==> src/ptm_pkg.sv <==
// constants and types shared by the port traffic mirror design
`default_nettype none
package ptm_pkg;
   localparam int NUM_PORTS   = 8;
   localparam int PORT_W      = 3;
   localparam int TABLE_DEPTH = 8;
   localparam int IDX_W       = 3;
   localparam int CNT_W       = 4;
   localparam int DATA_W      = 8;
   localparam int FIFO_DEPTH  = 16;
   localparam int FIFO_W      = DATA_W + PORT_W + 2;
   localparam int ADDR_W      = 8;
   // register byte addresses
   localparam logic [ADDR_W-1:0] REG_CTRL   = 8'h00;
   localparam logic [ADDR_W-1:0] REG_CMD    = 8'h04;
   localparam logic [ADDR_W-1:0] REG_STAT   = 8'h08;
   localparam logic [ADDR_W-1:0] REG_SEL    = 8'h0c;
   localparam logic [ADDR_W-1:0] REG_ENTRY  = 8'h10;
   localparam logic [ADDR_W-1:0] REG_ERRMAP = 8'h14;
   // field positions
   localparam int CTRL_MODE_LSB = 0;
   localparam int MODE_W        = 2;
   localparam int CTRL_AVAIL_B  = 2;
   localparam int CMD_SRC_LSB   = 0;
   localparam int CMD_DST_LSB   = 4;
   localparam int CMD_ERR_B     = 8;
   localparam int CMD_OP_LSB    = 12;
   localparam int OP_W          = 3;
   localparam int STAT_OK_B     = 0;
   localparam int STAT_PEND_B   = 1;
   localparam int STAT_STG_LSB  = 8;
   localparam int STAT_ACT_LSB  = 16;
   localparam int ENT_SRC_LSB   = 0;
   localparam int ENT_DST_LSB   = 8;
   localparam int ENT_VALID_B   = 31;
   typedef enum logic [OP_W-1:0] {
      OP_NONE = 3'h0, OP_ADD = 3'h1, OP_DEL = 3'h2, OP_ERR = 3'h3, OP_SAVE = 3'h4
   } ptm_op_t;
   typedef enum logic [MODE_W-1:0] {
      MODE_BRIDGE = 2'h0, MODE_TRUNK = 2'h1, MODE_TAGGED = 2'h3, MODE_SPARE = 2'h2
   } ptm_mode_t;
   // one bit per mode value: modes in which mirroring is offered
   localparam logic [3:0] MIRROR_MODES = 4'h3;
   localparam ptm_mode_t MODE_RESET = MODE_BRIDGE;
   localparam logic [NUM_PORTS-1:0] ERR_COPY_RESET = 8'hff;
   localparam logic [1:0] RESP_OKAY   = 2'h0;
   localparam logic [1:0] RESP_SLVERR = 2'h2;
endpackage
`default_nettype wire

==> src/ptm_top.sv <==
// port traffic mirror: table, error-copy settings, axi4-lite registers and frame path
//
// The placing of the registers and the AXI4-Lite slave port were left to the implementer.
`timescale 1ns/1ps
`default_nettype none
//---------------------------------------------------------------
// Overview of operation
// - any port may be a source; one source may have several destinations
// - each beat from a source carries that source's destination mask, except in non-mirror modes or when errored with error-copy off
// - a port may be source and destination of other sources at once
// - frames always pass to normal forwarding, mirroring only adds a mask
// - per-source error-copy bit: off clears the mask of errored frames
// - error-copy is on after reset and for a source's first entry
// - add or delete commands insert or remove exactly the given pair
// - edits are staged; save commits all at once and exposes the lists
// - mirroring only works in operational modes that support it
//---------------------------------------------------------------

//---------------------------------------------------------------
// fifo
//---------------------------------------------------------------
module ptm_fifo #(
   parameter int WIDTH = 8,
   parameter int DEPTH = 16
) (
   input  wire logic             clk,
   input  wire logic             reset_n,
   input  wire logic             wrValid,
   output logic                  wrReady,
   input  wire logic [WIDTH-1:0] wrData,
   output logic                  rdValid,
   input  wire logic             rdReady,
   output logic      [WIDTH-1:0] rdData
);
   localparam int PW = $clog2(DEPTH);
   logic [WIDTH-1:0] mem [DEPTH];
   logic [PW-1:0]    wrPtr_q;
   logic [PW-1:0]    rdPtr_q;
   logic [PW:0]      count_q;
   logic             notFull_q;
   logic             emptyQ_q;
   logic             push;
   logic             pop;
   logic [PW:0]      countNext;

   assign push      = wrValid && notFull_q;
   assign pop       = rdReady && !emptyQ_q;
   assign wrReady   = notFull_q;
   assign rdValid   = !emptyQ_q;
   assign rdData    = mem[rdPtr_q];
   assign countNext = count_q + (PW+1)'(push) - (PW+1)'(pop);

   always_ff @(posedge clk) begin
      if (push) begin
         mem[wrPtr_q] <= wrData;
      end
   end

   always_ff @(posedge clk or negedge reset_n) begin
      if (!reset_n) begin
         wrPtr_q  <= '0;
         rdPtr_q  <= '0;
         count_q  <= '0;
         notFull_q <= 1'b1;
         emptyQ_q <= 1'b1;
      end else begin
         if (push) begin
            wrPtr_q <= wrPtr_q + 1'b1;
         end
         if (pop) begin
            rdPtr_q <= rdPtr_q + 1'b1;
         end
         count_q  <= countNext;
         notFull_q <= (countNext != (PW+1)'(DEPTH));
         emptyQ_q <= (countNext == '0);
      end
   end
endmodule

//---------------------------------------------------------------
// top
//---------------------------------------------------------------
module ptm_top (
   input  wire logic                         clk,
   input  wire logic                         reset_n,
   input  wire logic [ptm_pkg::ADDR_W-1:0]   s_axi_awaddr,
   input  wire logic                         s_axi_awvalid,
   output logic                              s_axi_awready,
   input  wire logic [31:0]                  s_axi_wdata,
   input  wire logic [3:0]                   s_axi_wstrb,
   input  wire logic                         s_axi_wvalid,
   output logic                              s_axi_wready,
   output logic      [1:0]                   s_axi_bresp,
   output logic                              s_axi_bvalid,
   input  wire logic                         s_axi_bready,
   input  wire logic [ptm_pkg::ADDR_W-1:0]   s_axi_araddr,
   input  wire logic                         s_axi_arvalid,
   output logic                              s_axi_arready,
   output logic      [31:0]                  s_axi_rdata,
   output logic      [1:0]                   s_axi_rresp,
   output logic                              s_axi_rvalid,
   input  wire logic                         s_axi_rready,
   input  wire logic                         rxValid,
   output logic                              rxReady,
   input  wire logic [ptm_pkg::DATA_W-1:0]   rxData,
   input  wire logic [ptm_pkg::PORT_W-1:0]   rxSrcPort,
   input  wire logic                         rxLast,
   input  wire logic                         rxError,
   output logic                              txValid,
   input  wire logic                         txReady,
   output logic      [ptm_pkg::DATA_W-1:0]   txData,
   output logic      [ptm_pkg::PORT_W-1:0]   txSrcPort,
   output logic                              txLast,
   output logic                              txError,
   output logic      [ptm_pkg::NUM_PORTS-1:0] txMirrorMask
);
   import ptm_pkg::*;

   // staged and active copies of the table
   logic              stgValid_q [TABLE_DEPTH];
   logic [PORT_W-1:0] stgSrc_q   [TABLE_DEPTH];
   logic [PORT_W-1:0] stgDst_q   [TABLE_DEPTH];
   logic              actValid_q [TABLE_DEPTH];
   logic [PORT_W-1:0] actSrc_q   [TABLE_DEPTH];
   logic [PORT_W-1:0] actDst_q   [TABLE_DEPTH];
   logic [NUM_PORTS-1:0] stgErr_q;
   logic [NUM_PORTS-1:0] actErr_q;
   ptm_mode_t         mode_q;
   logic [IDX_W-1:0]  sel_q;
   logic              cmdOk_q;
   logic              pending_q;

   function automatic logic [IDX_W:0] findPair(input logic [PORT_W-1:0] s, input logic [PORT_W-1:0] d);
      logic [IDX_W:0] r;
      r = '0;
      for (int i = TABLE_DEPTH-1; i >= 0; i--) begin
         if (stgValid_q[i] && stgSrc_q[i] == s && stgDst_q[i] == d) begin
            r = {1'b1, IDX_W'(i)};
         end
      end
      return r;
   endfunction

   function automatic logic [IDX_W:0] findFree();
      logic [IDX_W:0] r;
      r = '0;
      for (int i = TABLE_DEPTH-1; i >= 0; i--) begin
         if (!stgValid_q[i]) begin
            r = {1'b1, IDX_W'(i)};
         end
      end
      return r;
   endfunction

   function automatic logic [NUM_PORTS-1:0] destMask(input logic [PORT_W-1:0] s);
      logic [NUM_PORTS-1:0] m;
      m = '0;
      for (int i = 0; i < TABLE_DEPTH; i++) begin
         if (actValid_q[i] && actSrc_q[i] == s) begin
            m[actDst_q[i]] = 1'b1;
         end
      end
      return m;
   endfunction

   function automatic logic [CNT_W-1:0] countValid(input logic v [TABLE_DEPTH]);
      logic [CNT_W-1:0] c;
      c = '0;
      for (int i = 0; i < TABLE_DEPTH; i++) begin
         c = c + CNT_W'(v[i]);
      end
      return c;
   endfunction

   //---------------------------------------------------------------
   // axi4-lite slave
   //---------------------------------------------------------------
   logic [ADDR_W-1:0] awAddr_q;
   logic [31:0]       wData_q;
   logic [3:0]        wStrb_q;
   logic              wrFire;
   logic              addrOk;
   logic [31:0]       rdMux;
   logic              rdOk;

   assign wrFire = !s_axi_awready && !s_axi_wready && !s_axi_bvalid;
   assign addrOk = awAddr_q == REG_CTRL || awAddr_q == REG_CMD || awAddr_q == REG_SEL;

   always_ff @(posedge clk or negedge reset_n) begin
      if (!reset_n) begin
         s_axi_awready <= 1'b1;
         s_axi_wready  <= 1'b1;
         s_axi_bvalid  <= 1'b0;
         s_axi_bresp   <= RESP_OKAY;
         awAddr_q      <= '0;
         wData_q       <= '0;
         wStrb_q       <= '0;
      end else begin
         if (s_axi_awvalid && s_axi_awready) begin
            awAddr_q      <= s_axi_awaddr;
            s_axi_awready <= 1'b0;
         end
         if (s_axi_wvalid && s_axi_wready) begin
            wData_q      <= s_axi_wdata;
            wStrb_q      <= s_axi_wstrb;
            s_axi_wready <= 1'b0;
         end
         if (wrFire) begin
            s_axi_bvalid  <= 1'b1;
            s_axi_bresp   <= addrOk ? RESP_OKAY : RESP_SLVERR;
            s_axi_awready <= 1'b1;
            s_axi_wready  <= 1'b1;
         end else if (s_axi_bvalid && s_axi_bready) begin
            s_axi_bvalid <= 1'b0;
         end
      end
   end

   always_comb begin
      rdMux = '0;
      rdOk  = 1'b1;
      case (s_axi_araddr)
         REG_CTRL: begin
            rdMux[CTRL_MODE_LSB +: MODE_W] = mode_q;
            rdMux[CTRL_AVAIL_B]            = MIRROR_MODES[mode_q];
         end
         REG_CMD: rdMux = '0;
         REG_STAT: begin
            rdMux[STAT_OK_B]                = cmdOk_q;
            rdMux[STAT_PEND_B]              = pending_q;
            rdMux[STAT_STG_LSB +: CNT_W]    = countValid(stgValid_q);
            rdMux[STAT_ACT_LSB +: CNT_W]    = countValid(actValid_q);
         end
         REG_SEL: rdMux[IDX_W-1:0] = sel_q;
         REG_ENTRY: begin
            rdMux[ENT_VALID_B]              = actValid_q[sel_q];
            rdMux[ENT_SRC_LSB +: PORT_W]    = actSrc_q[sel_q];
            rdMux[ENT_DST_LSB +: PORT_W]    = actDst_q[sel_q];
         end
         REG_ERRMAP: rdMux[NUM_PORTS-1:0] = actErr_q;
         default: rdOk = 1'b0;
      endcase
   end

   always_ff @(posedge clk or negedge reset_n) begin
      if (!reset_n) begin
         s_axi_arready <= 1'b1;
         s_axi_rvalid  <= 1'b0;
         s_axi_rdata   <= '0;
         s_axi_rresp   <= RESP_OKAY;
      end else if (s_axi_arvalid && s_axi_arready) begin
         s_axi_arready <= 1'b0;
         s_axi_rvalid  <= 1'b1;
         s_axi_rdata   <= rdMux;
         s_axi_rresp   <= rdOk ? RESP_OKAY : RESP_SLVERR;
      end else if (s_axi_rvalid && s_axi_rready) begin
         s_axi_rvalid  <= 1'b0;
         s_axi_arready <= 1'b1;
      end
   end

   //---------------------------------------------------------------
   // control registers and table commands
   //---------------------------------------------------------------
   logic              doWr;
   ptm_op_t           cmdOp;
   logic [PORT_W-1:0] cmdSrc;
   logic [PORT_W-1:0] cmdDst;
   logic [IDX_W:0]    hit;
   logic [IDX_W:0]    free;
   logic              srcKnown;
   logic              doCmd;

   // a write with no strobe lane set changes nothing
   assign doWr   = wrFire && (wStrb_q != '0);
   assign doCmd  = doWr && awAddr_q == REG_CMD;
   assign cmdOp  = ptm_op_t'(wData_q[CMD_OP_LSB +: OP_W]);
   assign cmdSrc = wData_q[CMD_SRC_LSB +: PORT_W];
   assign cmdDst = wData_q[CMD_DST_LSB +: PORT_W];

   // a process, not an assign: the searches read the staged table inside the functions
   always_comb begin
      hit  = findPair(cmdSrc, cmdDst);
      free = findFree();
   end

   always_comb begin
      srcKnown = 1'b0;
      for (int i = 0; i < TABLE_DEPTH; i++) begin
         srcKnown = srcKnown | (stgValid_q[i] && stgSrc_q[i] == cmdSrc);
      end
   end

   always_ff @(posedge clk or negedge reset_n) begin
      if (!reset_n) begin
         mode_q <= MODE_RESET;
         sel_q  <= '0;
      end else if (doWr && awAddr_q == REG_CTRL) begin
         mode_q <= ptm_mode_t'(wData_q[CTRL_MODE_LSB +: MODE_W]);
      end else if (doWr && awAddr_q == REG_SEL) begin
         sel_q <= wData_q[IDX_W-1:0];
      end
   end

   always_ff @(posedge clk or negedge reset_n) begin
      if (!reset_n) begin
         for (int i = 0; i < TABLE_DEPTH; i++) begin
            stgValid_q[i] <= 1'b0;
            stgSrc_q[i]   <= '0;
            stgDst_q[i]   <= '0;
            actValid_q[i] <= 1'b0;
            actSrc_q[i]   <= '0;
            actDst_q[i]   <= '0;
         end
         stgErr_q  <= ERR_COPY_RESET;
         actErr_q  <= ERR_COPY_RESET;
         cmdOk_q   <= 1'b0;
         pending_q <= 1'b0;
      end else if (doCmd) begin
         case (cmdOp)
            OP_ADD: begin
               // duplicate or full table leaves the staged table alone
               if (hit[IDX_W] || !free[IDX_W]) begin
                  cmdOk_q <= 1'b0;
               end else begin
                  stgValid_q[free[IDX_W-1:0]] <= 1'b1;
                  stgSrc_q[free[IDX_W-1:0]]   <= cmdSrc;
                  stgDst_q[free[IDX_W-1:0]]   <= cmdDst;
                  if (!srcKnown) begin
                     stgErr_q[cmdSrc] <= 1'b1;
                  end
                  cmdOk_q   <= 1'b1;
                  pending_q <= 1'b1;
               end
            end
            OP_DEL: begin
               cmdOk_q <= hit[IDX_W];
               if (hit[IDX_W]) begin
                  stgValid_q[hit[IDX_W-1:0]] <= 1'b0;
                  pending_q <= 1'b1;
               end
            end
            OP_ERR: begin
               stgErr_q[cmdSrc] <= wData_q[CMD_ERR_B];
               cmdOk_q   <= 1'b1;
               pending_q <= 1'b1;
            end
            OP_SAVE: begin
               for (int i = 0; i < TABLE_DEPTH; i++) begin
                  actValid_q[i] <= stgValid_q[i];
                  actSrc_q[i]   <= stgSrc_q[i];
                  actDst_q[i]   <= stgDst_q[i];
               end
               actErr_q  <= stgErr_q;
               cmdOk_q   <= 1'b1;
               pending_q <= 1'b0;
            end
            default: cmdOk_q <= 1'b0;
         endcase
      end
   end

   //---------------------------------------------------------------
   // frame path
   //---------------------------------------------------------------
   logic              fifoValid;
   logic              fifoTake;
   logic [FIFO_W-1:0] fifoData;
   logic              outLoad;
   logic [PORT_W-1:0] fSrc;
   logic              fErr;
   logic [NUM_PORTS-1:0] mirNext;

   assign outLoad  = !txValid || txReady;
   assign fifoTake = fifoValid && outLoad;
   assign fSrc     = fifoData[DATA_W +: PORT_W];
   assign fErr     = fifoData[FIFO_W-1];
   // mirror decision is taken at fifo output so a save affects frames already queued
   // a process so that a save, which only changes the active table, re-evaluates the mask
   always_comb begin
      mirNext = (MIRROR_MODES[mode_q] && (!fErr || actErr_q[fSrc])) ? destMask(fSrc) : '0;
   end

   ptm_fifo #(
      .WIDTH (FIFO_W),
      .DEPTH (FIFO_DEPTH)
   ) u_fifo (
      .clk     (clk),
      .reset_n (reset_n),
      .wrValid (rxValid),
      .wrReady (rxReady),
      .wrData  ({rxError, rxLast, rxSrcPort, rxData}),
      .rdValid (fifoValid),
      .rdReady (outLoad),
      .rdData  (fifoData)
   );

   always_ff @(posedge clk or negedge reset_n) begin
      if (!reset_n) begin
         txValid      <= 1'b0;
         txData       <= '0;
         txSrcPort    <= '0;
         txLast       <= 1'b0;
         txError      <= 1'b0;
         txMirrorMask <= '0;
      end else if (outLoad) begin
         txValid      <= fifoValid;
         txData       <= fifoData[DATA_W-1:0];
         txSrcPort    <= fSrc;
         txLast       <= fifoData[FIFO_W-2];
         txError      <= fErr;
         txMirrorMask <= mirNext;
      end
   end
endmodule
`default_nettype wire
==> config.mk <==
export PLATFORM = sky130hd
export DESIGN_NAME = ptm_top
export DESIGN_NICKNAME = d
export VERILOG_FILES = /design/src/ptm_pkg.sv /design/src/ptm_top.sv
export SDC_FILE = /design/constraint.sdc
export NUM_CORES = 1
export LEC_CHECK = 0
export BUFFER_PORTS_ARGS = -buffer_cell sky130_fd_sc_hd__buf_2
export CORE_ASPECT_RATIO = 1.1
export CORE_UTILIZATION = 25
export CTS_CLUSTER_DIAMETER = 150
export DETAILED_ROUTE_END_ITERATION = 7
export RECOVER_POWER = 25
export SETUP_SLACK_MARGIN = 0.15
export SLEW_MARGIN = 15
export SYNTH_ARGS = -nofsm -noshare
export SYNTH_HDL_FRONTEND = slang
export SYNTH_SLANG_ARGS = --single-unit
==> constraint.sdc <==
create_clock -name clk -period 3 [get_ports clk]
set_input_delay 0.3 -clock clk [delete_from_list [all_inputs] [get_ports clk]]
set_output_delay 0.3 -clock clk [all_outputs]
set_load 0.03 [all_outputs]
Word-level counts from Yosys, hierarchy flattened
Memories as Yosys holds them, arrays and structs flattened.
Cells that the tools add are included.

cells by class
  $add $sub $neg = 18
  div/mod/pow operators = 0
  eq/ne operators = 39
  mux-type cells = 98
  bitwise operators = 23
  shift operators = 0
  order comparisons = 25
  reductions and logical operators = 80
  multipliers = 0

operators by type and width
  operator                                                     number
  two-way mux 8 bit                                            13
  == test 3 bit                                                24
  OR 8 bit                                                     9
  two-way mux 4 bit                                            17
  logical AND 1 bit                                            49
  bitwise mux 24 bit                                           2
  less-than comparator 3 x 4 -> 1 bit (second input constant)  10
  demux 1 bit (select 3 bit)                                   11
  two-way mux 1 bit                                            33
  adder 4 x 1 -> 4 bit                                         8
  one-hot mux 8 bit (2 select lines)                           2
  >= comparator 3 x 1 -> 1 bit (second input constant)         9
  == test 8 x 4 -> 1 bit (second input constant)               3
  binary-select mux 3 bit (select 3 bit)                       2
  == test 8 x 3 -> 1 bit (second input constant)               2
  == test 8 x 5 -> 1 bit (second input constant)               2
  logical NOT 8 bit                                            2
  two-way mux 3 bit                                            5
  >= comparator 4 bit (second input constant)                  3
  NOT 3 -> 4 bit                                               3
  AND reduction 4 bit                                          3
  nonzero test 2 bit                                           6
  one-hot mux 2 bit (5 select lines)                           1
  demux 3 bit (select 3 bit)                                   1
  other kinds (33)                                             63

word-level totals
  bits in latches = 0
  logic and storage cells = 360
  RAM bits = 208
  register bits after elaboration = 225
  bits of input ports = 74
  memories = 1
  output and inout bits = 64
  ROM bits = 0

memories
  name        words  bits a word  rd ports  clocked after Yosys merged registers in  wr ports  line           text
  u_fifo.mem  16     13           1         0                                        1         ptm_top.sv:36  logic [WIDTH-1:0] mem [DEPTH];

Depth between registers and ports, before layout
Gate-level depths: netlist of the first run.

  word-level depth = 20
  gate-level depth with buffers = 13
  depth with buffers taken out = 12

Cells and area by module
Synthesis of the first run repeated with hierarchy kept, for this count alone.

unflattened totals
  cells, all modules = 1410
  area total of the unflattened synthesis = 19462.4 µm²

modules (own cells, without submodules)
  module    times used  cells an instance  sequential area each (µm²)  area an instance (µm²)
  ptm_top   1           1006               5103.6                      10715.3
  ptm_fifo  1           404                6623.9                      8747.1

Worst setup path before layout of the first run
No wires, ideal clock.

  path type = flip-flop to flip-flop
  start = register stgValid_q[0] (netlist bit)
  end = register s_axi_rdata[10]
  arrival time = 2.857 ns
  required time = 2.867 ns
  path slack = 0.010 ns
  buffers on the path = 0
  cell stages (with the launch flop) = 11
  clock period less this slack = 2.990 ns
  setup time = 0.133 ns
  path through = dfrtp_1 > fa_1 > inv_1 > fa_1 > fa_1 > inv_1 > ha_1 > fa_1 > xor2_1 > a22oi_1 > o21ai_0

on the way
  cells in the longest elaborated chain, start to end = 2

RTL lines
  element                             line            text
  from (decl)                         ptm_top.sv:120  logic stgValid_q [TABLE_DEPTH];
  from (signal, indexed assignment)   ptm_top.sv:308  stgValid_q[i] <= 1'b0;
  from (signal, indexed assignment)   ptm_top.sv:326  stgValid_q[free[IDX_W-1:0]] <= 1'b1;
  from (signal, indexed assignment)   ptm_top.sv:339  stgValid_q[hit[IDX_W-1:0]] <= 1'b0;
  adder 4 x 1 -> 4 bit                ptm_top.sv:170  c = c + CNT_W'(v[i]);
  one-hot mux 3 bit (2 select lines)  ptm_top.sv:222  case (s_axi_araddr)
  to (signal assigned)                ptm_top.sv:254  s_axi_rdata <= rdMux;
  to (decl)                           ptm_top.sv:99   output logic [31:0] s_axi_rdata,

No other way between the ends.
A chain may end at the register's enable or synchronous reset.

Worst setup path in the final report of the first run
Same ends and word-level chain as after synthesis.

==> results of run 1 <==
[routing by layer]
layer / GRT usage / routed length [um]
met1: 0.177 / 24300
met2: 0.232 / 29100
met3: 0.0271 / 3280
met4: 0.0474 / 1570
met5: 0 / 54
[cell type report]
class	instances	area, um2	area share
Sequential cell	426	11700	0.449
Multi-Input combinational cell	945	8920	0.341
Timing Repair Buffer	306	2460	0.0940
Tap cell	1054	1320	0.0504
Clock buffer	59	1270	0.0486
Clock inverter	29	307	0.0117
Inverter	39	146	0.00560
[synth_stat cells (all sizes together) (13+ instances only)]
cell	count	share of area
and2	20	0.0061
mux4	66	0.073
xnor2	50	0.021
mux2i	15	0.0074
ha	18	0.011
nor4	13	0.0058
buf	53	0.017
o21ai	72	0.018
nor3b	14	0.0051
dfrtp	197	0.24
nor2	44	0.0081
nand3	37	0.0093
xor2	24	0.010
nand2b	15	0.0046
a21oi	15	0.0037
inv	39	0.0072
or3	25	0.0077
edfxtp	208	0.31
nand4	25	0.0080
mux2	159	0.089
clkbuf	45	0.0083
nor3	25	0.0064
dfstp	21	0.027
nand2	118	0.022
[sequential cells by signal, indices dropped and copies added (netlist names), 2 cells and up]
name            cells
wData_q            10
mode_q              2
u_fifo.count_q      5
sel_q               3
wStrb_q             4
txMirrorMask        8
s_axi_rdata        17
txData              8
u_fifo.mem        208
stgValid_q          8
stgDst_q           24
actErr_q            8
stgSrc_q           24
u_fifo.rdPtr_q      4
u_fifo.wrPtr_q      4
actSrc_q           24
actDst_q           24
stgErr_q            8
txSrcPort           3
actValid_q          8
awAddr_q            8
[path summary, 6_finish.rpt]
kind / start / endpoint / depth (start not counted)
worst max-delay path: stgValid_q[0]$_DFFE_PN0P_ / s_axi_rdata[10]$_DFFE_PN0P_ / 10
worst min-delay path: rxValid / u_fifo.wrPtr_q[0]$_DFFE_PN0P_ / 3
worst max register to register: stgValid_q[0]$_DFFE_PN0P_ / s_axi_rdata[10]$_DFFE_PN0P_ / 10
worst min register to register: u_fifo.emptyQ_q$_DFF_PN1_ / txValid$_DFFE_PN0N_ / 1
max in group asynchronous: reset_n / u_fifo.rdPtr_q[0]$_DFFE_PN0P_ / 2
min in group asynchronous: reset_n / stgDst_q[13]$_DFFE_PN0P_ / 2
[critical path: cells and delay by family, from the launching register on]
| family | cells | cell delay [ns] |
|---|---|---|
| adder cells (fa/ha/maj) | 5 | 1.98 |
| flip-flops | 1 | 0.40 |
| AO/OA/AOI/OAI | 2 | 0.22 |
| XOR/XNOR | 1 | 0.16 |
| buffers and inverters | 2 | 0.09 |
[power by group]
part           switching (W)  internal (W)  leakage [nW]
registers           0.000478       0.00688          4.73
clock network        0.00250       0.00324         0.766
logic                0.00418       0.00383          4.77
total                0.00716        0.0140          10.3
[logic make-up (layout without fill, tap and decap cells)]
kind of cell,after synthesis,count (layout),share of synthesized area
flip-flops,426,426,0.575
XOR/XNOR,74,74,0.0318
AO/OA/AOI/OAI,187,187,0.0644
other,1,17,0.000184
adder cells (fa/ha/maj),27,27,0.0199
AND/OR/NAND/NOR,400,400,0.107
buffers and inverters,137,433,0.0326
multiplexers,240,240,0.169
[per-stage QoR]
stage / TNS [ns] / power, W / cells / hold WS [ns] / instance area [um2]
floorplan: 0 / 0.0119 / 1508 / 0.00441 / 20500
global placement: -0.225 / 0.0140 / 2695 / 0.314 / 22900
detailed placement: -0.573 / 0.0142 / 2695 / 0.324 / 22900
CTS: -0.000208 / 0.0205 / 2828 / 0.00709 / 25300
global route: -0.251 / 0.0222 / 2858 / 0.0263 / 26200
finish: 0 / 0.0211 / 2858 / 0.0355 / 26200
[timing repair]
action	4_1_cts	5_1_grt
hold buffers	29	0
endpoints found under the setup margin	48	59
buffers inserted	14	24
pin swaps	19	61
cloned	2	6
endpoints found under the hold margin	82	0
gates resized for setup	72	131
==> results.ini, run 1 <==
[setup_path]
arrival_ns = 3.43
critPathLaunchType = flip-flop
crit_path_max_fanout = 2
crit_path_frequent_cell = sky130_fd_sc_hd__fa_1
timing_worst_setup_path_type = flip-flop to flip-flop
reg2reg_setup_slack_ns = 0.02
critical_path.endpoint_type = flip-flop
crit_slowest_cell = sky130_fd_sc_hd__fa_1
worst_ep_required_time_ns = 3.45
stage_delay_of_the_slowest_cell_on_the_critical_path_ns = 0.54
cell_chain_of_the_critical_path = fa_1 > inv_1 > fa_1 > fa_1 > inv_1 > ha_2 > fa_2 > xor2_1 > a22oi_1 > o21ai_1

[final_layout]
mostFrequentLayoutCell = sky130_fd_sc_hd__edfxtp_1
mostFrequentLayoutCells = sky130_fd_sc_hd__edfxtp_1 (208), sky130_fd_sc_hd__dfrtp_1 (192), sky130_fd_sc_hd__mux2_2 (139)
final_util = 0.325
final_layout_size_suffix_gt1_frac = 0.402
number_of_inserted_diodes = 0
num-fill-cells = 7884
area_growth_syn_to_layout_pct = 28.2
final_net_count = 1866

[yosys]
synth_cell_type_count = 87
synth_flop_cell = sky130_fd_sc_hd__edfxtp_1
synth_seq_cells = 426
synth_enable_flop_cells = 208
syn_avg_cell_area_um2 = 13.7
synthCells = 1492
post_synth_instance_area_um2 = 20400
async_flop_share = 0.512
synth_seq_area_share = 0.575
yosys_warnings = 0

[cts]
path_clk_slew_ns = 0.06
worstSkewPairLatency_ns = 0.63
cts-buffers-inserted = 47
cts_root_buf = sky130_fd_sc_hd__clkbuf_16
maximum_clock_insertion_buffer_count = 3
cts.htree.levels = 2
number_of_sinks_handled_by_clock_tree_synthesis = 426
tritoncts_clock_tree = done

[global_routing]
initial_antenna_violation_count = 8
grt_max_degree = 73
global_route_overflow = 0
grt_total_usage = 0.138
first_global_vias = 14000
grt_pass1_wl_um = 86600

[die]
floorplan.die_area_um2 = 82800
initial_utilization = 0.253
io_pins = 138
fp.dieW_um = 274
rows = 109
core_region_area_um2 = 80600
die_h_um = 302

[sta]
period_needed_ns = 2.98
max_freq_mhz = 336
slew_violations = 69
setup_viol = 0
post-route-period-util = 0.993
worstMarginPinSlew_ns = 2.02
timing.slew.headroom = -0.349
final.setup.worst_slack_ns = 0.0195
number_of_hold_violations_in_the_final_report = 0
rsz_0062_raised_after_global_routing = yes
fin_skew_ns = 0.0567

[power_and_ir_drop]
power.leakage_nw = 10.3
pwr_density_cell_nw_per_um2 = 807
worst_ir_drop_on_vdd_mv = 0.431

[place]
number_of_port_buffers = 98
dp_hpwl_um = 40100
post_place_setup_slack_ns = -0.0813
finalWeightedCongestion = 0.913

[route]
num_vias = 13600
drt_pre_antenna_iters = 8
first_iter_violations = 961
routed_wirelength_um = 58300
postRouteAntennaNets = 0
drt-vias-per-instance = 4.75
route.detailed.wl_per_inst_um = 20.4
number_of_drc_violations_after_detailed_routing = 22

[status]
run_status = complete, but fails checks
violations = DRC, capacitance limit, slew limit

[min_path]
hold_path_class = input pin to flip-flop

[flow_run]
max_cap_viols = 1

Power figures use the tool's default switching activity.
==> run 2: changes to the inputs <==
--- a/config.mk
+++ b/config.mk
@@ -7,9 +7,10 @@
 export LEC_CHECK = 0
 export BUFFER_PORTS_ARGS = -buffer_cell sky130_fd_sc_hd__buf_2
 export CORE_ASPECT_RATIO = 1.1
-export CORE_UTILIZATION = 25
+export CORE_UTILIZATION = 55
 export CTS_CLUSTER_DIAMETER = 150
 export DETAILED_ROUTE_END_ITERATION = 7
+export PLACE_DENSITY = 0.76
 export RECOVER_POWER = 25
 export SETUP_SLACK_MARGIN = 0.15
 export SLEW_MARGIN = 15
==> constraint.sdc (replaced) <==
create_clock -name clk -period 2.4 [get_ports clk]
set_input_delay 0.24 -clock clk [delete_from_list [all_inputs] [get_ports clk]]
set_output_delay 0.24 -clock clk [all_outputs]
set_load 0.03 [all_outputs]
==> run 2 against run 1 <==
The run ends with setup timing left. Final area is 3.7% higher. First-iteration DRC count is 21% higher. Register-to-register slack worse by 0.64 ns. Clock skew is 0.038 ns lower. Global-route usage is 22 points higher. Non-clock buffer count is 163 higher. Final cell count is 14% lower. Worst setup slack worse by 0.64 ns.
==> results.ini, run 2 (synthesized netlist as in run 1, its figures left out) <==
[status]
run_status = complete, but fails checks
violations = setup timing

[place]
number_of_port_buffers = 98  ; unchanged
finalWeightedCongestion = 0.971  ; +6.4%
number_of_instances_in_the_placed_design = 2262  ; -16%
dp_hpwl_um = 41000  ; +2.3%
post_place_setup_slack_ns = -0.682  ; -0.601 ns

[cts]
maximum_clock_insertion_buffer_count = 3  ; unchanged
worstSkewPairLatency_ns = 0.60  ; -0.03 ns
cts_root_buf = sky130_fd_sc_hd__clkbuf_16
path_clk_slew_ns = 0.06  ; about the same
cts-buffers-inserted = 44  ; -6.4%
tritoncts_clock_tree = done
cts.htree.levels = 2  ; unchanged
number_of_sinks_handled_by_clock_tree_synthesis = 426  ; unchanged

[global_routing]
first_global_vias = 15800  ; +13%
grt_pass1_wl_um = 96400  ; +11%
global_route_overflow = 0  ; unchanged
grt_total_usage = 0.354  ; +0.216
grt_max_degree = 74  ; +1.4%
initial_antenna_violation_count = 0  ; -8

[sta]
slew_violations = 0  ; -100%
number_of_hold_violations_in_the_final_report = 0  ; unchanged
rsz_0062_raised_after_global_routing = yes
post-route-period-util = 1.26  ; +0.267
timing.slew.headroom = 0.495  ; +0.844
max_freq_mhz = 331  ; -1.5%
fin_skew_ns = 0.0190  ; -0.0377 ns
final.setup.worst_slack_ns = -0.625  ; -0.644 ns
period_needed_ns = 3.02  ; +0.0444 ns
setup_viol = 83  ; +83
finalHoldWorstSlack_ns = 0.0375  ; +0.00194 ns
worstMarginPinSlew_ns = 0.747  ; -1.28 ns

[final_layout]
final_layout_size_suffix_gt1_frac = 0.463  ; +0.0609
flip_flop_count_of_the_largest_register_after_layout = 208  ; unchanged
num-fill-cells = 2217  ; -72%
area_growth_syn_to_layout_pct = 32.8
largest-register = u_fifo.mem
multi_input_comb_area_um2 = 9290  ; +4.1%
mostFrequentLayoutCells = sky130_fd_sc_hd__buf_4 (263), sky130_fd_sc_hd__edfxtp_1 (208), sky130_fd_sc_hd__dfrtp_1 (186)
final_net_count = 2027  ; +8.6%
mostFrequentLayoutCell = sky130_fd_sc_hd__buf_4
final_util = 0.746  ; +0.421
regArea_um2 = 11700  ; about the same
final-instance-count-excl-fill = 2450  ; -14%

[setup_path]
critPathLaunchType = flip-flop
crit_path_frequent_cell = sky130_fd_sc_hd__fa_1
arrival_ns = 3.55  ; +0.12 ns
worst_ep_required_time_ns = 2.92  ; -0.53 ns
timing_worst_setup_path_type = flip-flop to flip-flop
cell_chain_of_the_critical_path = fa_1 > inv_1 > fa_1 > fa_1 > inv_2 > ha_4 > fa_2 > nand2_2 > o21ai_2
stage_delay_of_the_slowest_cell_on_the_critical_path_ns = 0.58  ; +0.04 ns
critical_path.endpoint_type = flip-flop
crit_slowest_cell = sky130_fd_sc_hd__fa_1
crit_path_max_fanout = 2  ; unchanged

[route]
drt_pre_antenna_iters = 5  ; -3
postRouteAntennaNets = 0  ; unchanged
drt-vias-per-instance = 6.20  ; +31%
first_iter_violations = 1167  ; +21%
num_vias = 15200  ; +12%
route.detailed.wl_per_inst_um = 27.1  ; +33%
number_of_drc_violations_after_detailed_routing = 0  ; -100%
routed_wirelength_um = 66400  ; +14%

[power_and_ir_drop]
power.total_w = 0.0282  ; +34%
power.leakage_nw = 11.2  ; +8.9%
worst_ir_drop_on_vdd_mv = 1.19  ; +180%
pwr_density_cell_nw_per_um2 = 1040  ; +29%

[die]
fp.dieW_um = 186  ; -32%
io_pins = 138  ; unchanged
die_h_um = 204  ; -32%
core_region_area_um2 = 36400  ; -55%
floorplan.die_area_um2 = 37900  ; -54%
rows = 73  ; -33%
initial_utilization = 0.561  ; +0.308

[flow_run]
max_cap_viols = 0  ; -1

[min_path]
hold_path_class = input pin to flip-flop

run 2: cell types whose count changed in the layout (fill, tap and decap cells not counted), sizes merged:
| cell | previous run | this run |
|---|---|---|
| clkinvlp | 4 | 3 |
| buf | 260 | 418 |
| bufinv | 2 | 3 |
| inv | 41 | 42 |
| a22o | 5 | 6 |
| dlygate4sd3 | 29 | 36 |
| diode | 0 | 1 |
| clkbuf | 75 | 66 |
run 2: layout make-up:
| cell class | instances | area share |
|---|---|---|
| multi-input cells | 946 | 0.343 |
| inverters | 39 | 0.00558 |
| flip-flops and latches | 426 | 0.433 |
| repair buffers | 469 | 0.143 |
| clock buffers | 52 | 0.0425 |
| diodes | 1 | 0.0000923 |
| clock inverters | 30 | 0.0105 |
| well taps | 487 | 0.0225 |
run 2: layer usage:
metal,GRT usage,vias to the layer above,share of wire
met3,0.0586,275,0.064
met1,0.397,7662,0.35
met2,0.615,798,0.52
li1,-,6459,-
met4,0.242,0,0.072
met5,0,-,0
run 2: repair_timing:
item / CTS / global route
gates resized for setup: 156 / 78
hold endpoints to repair: 186 / 0
buffers inserted: 42 / 20
hold buffers: 36 / 0
pin swaps: 47 / 54
cloned: 5 / 2
endpoints found under the setup margin: 94 / 145
run 2: worst max-delay path, delay by kind of cell, from the launching register on:
family,cells,cell delay (ns)
AND/OR/NAND/NOR,1,0.05
AO/OA/AOI/OAI,1,0.10
buffers and inverters,2,0.11
flip-flops,1,0.40
adder cells (fa/ha/maj),5,2.28
run 2: power by group:
part           total (W)  switching (W)  internal (W)
combinational     0.0120        0.00616       0.00583
clock            0.00688        0.00306       0.00382
sequential       0.00933       0.000704       0.00862
total             0.0282        0.00992        0.0183
run 2: worst paths after layout:
path	start	endpoint	slack (ns)	depth (start not counted)
min reg2reg	txData[5]$_DFFE_PN0N_	txData[5]$_DFFE_PN0N_	0.46	2
min	rxValid	u_fifo.wrPtr_q[0]$_DFFE_PN0P_	0.04	3
min in group asynchronous	reset_n	txMirrorMask[1]$_DFFE_PN0N_	0.18	2
max reg2reg	actValid_q[0]$_DFFE_PN0P_	s_axi_rdata[17]$_DFFE_PN0P_	-0.62	9
max in group asynchronous	reset_n	actErr_q[3]$_DFFE_PN1P_	1.35	3
max	actValid_q[0]$_DFFE_PN0P_	s_axi_rdata[17]$_DFFE_PN0P_	-0.62	9
run 2: metrics by stage:
step | instance area, um2 | setup TNS [ns]
after global routing | 27100 | -42.67
after CTS | 26600 | -28.75
after floorplan | 21000 | -15.47
after global placement | 23600 | -34.78
after detailed placement | 23600 | -40.42
final | 27100 | -35.77
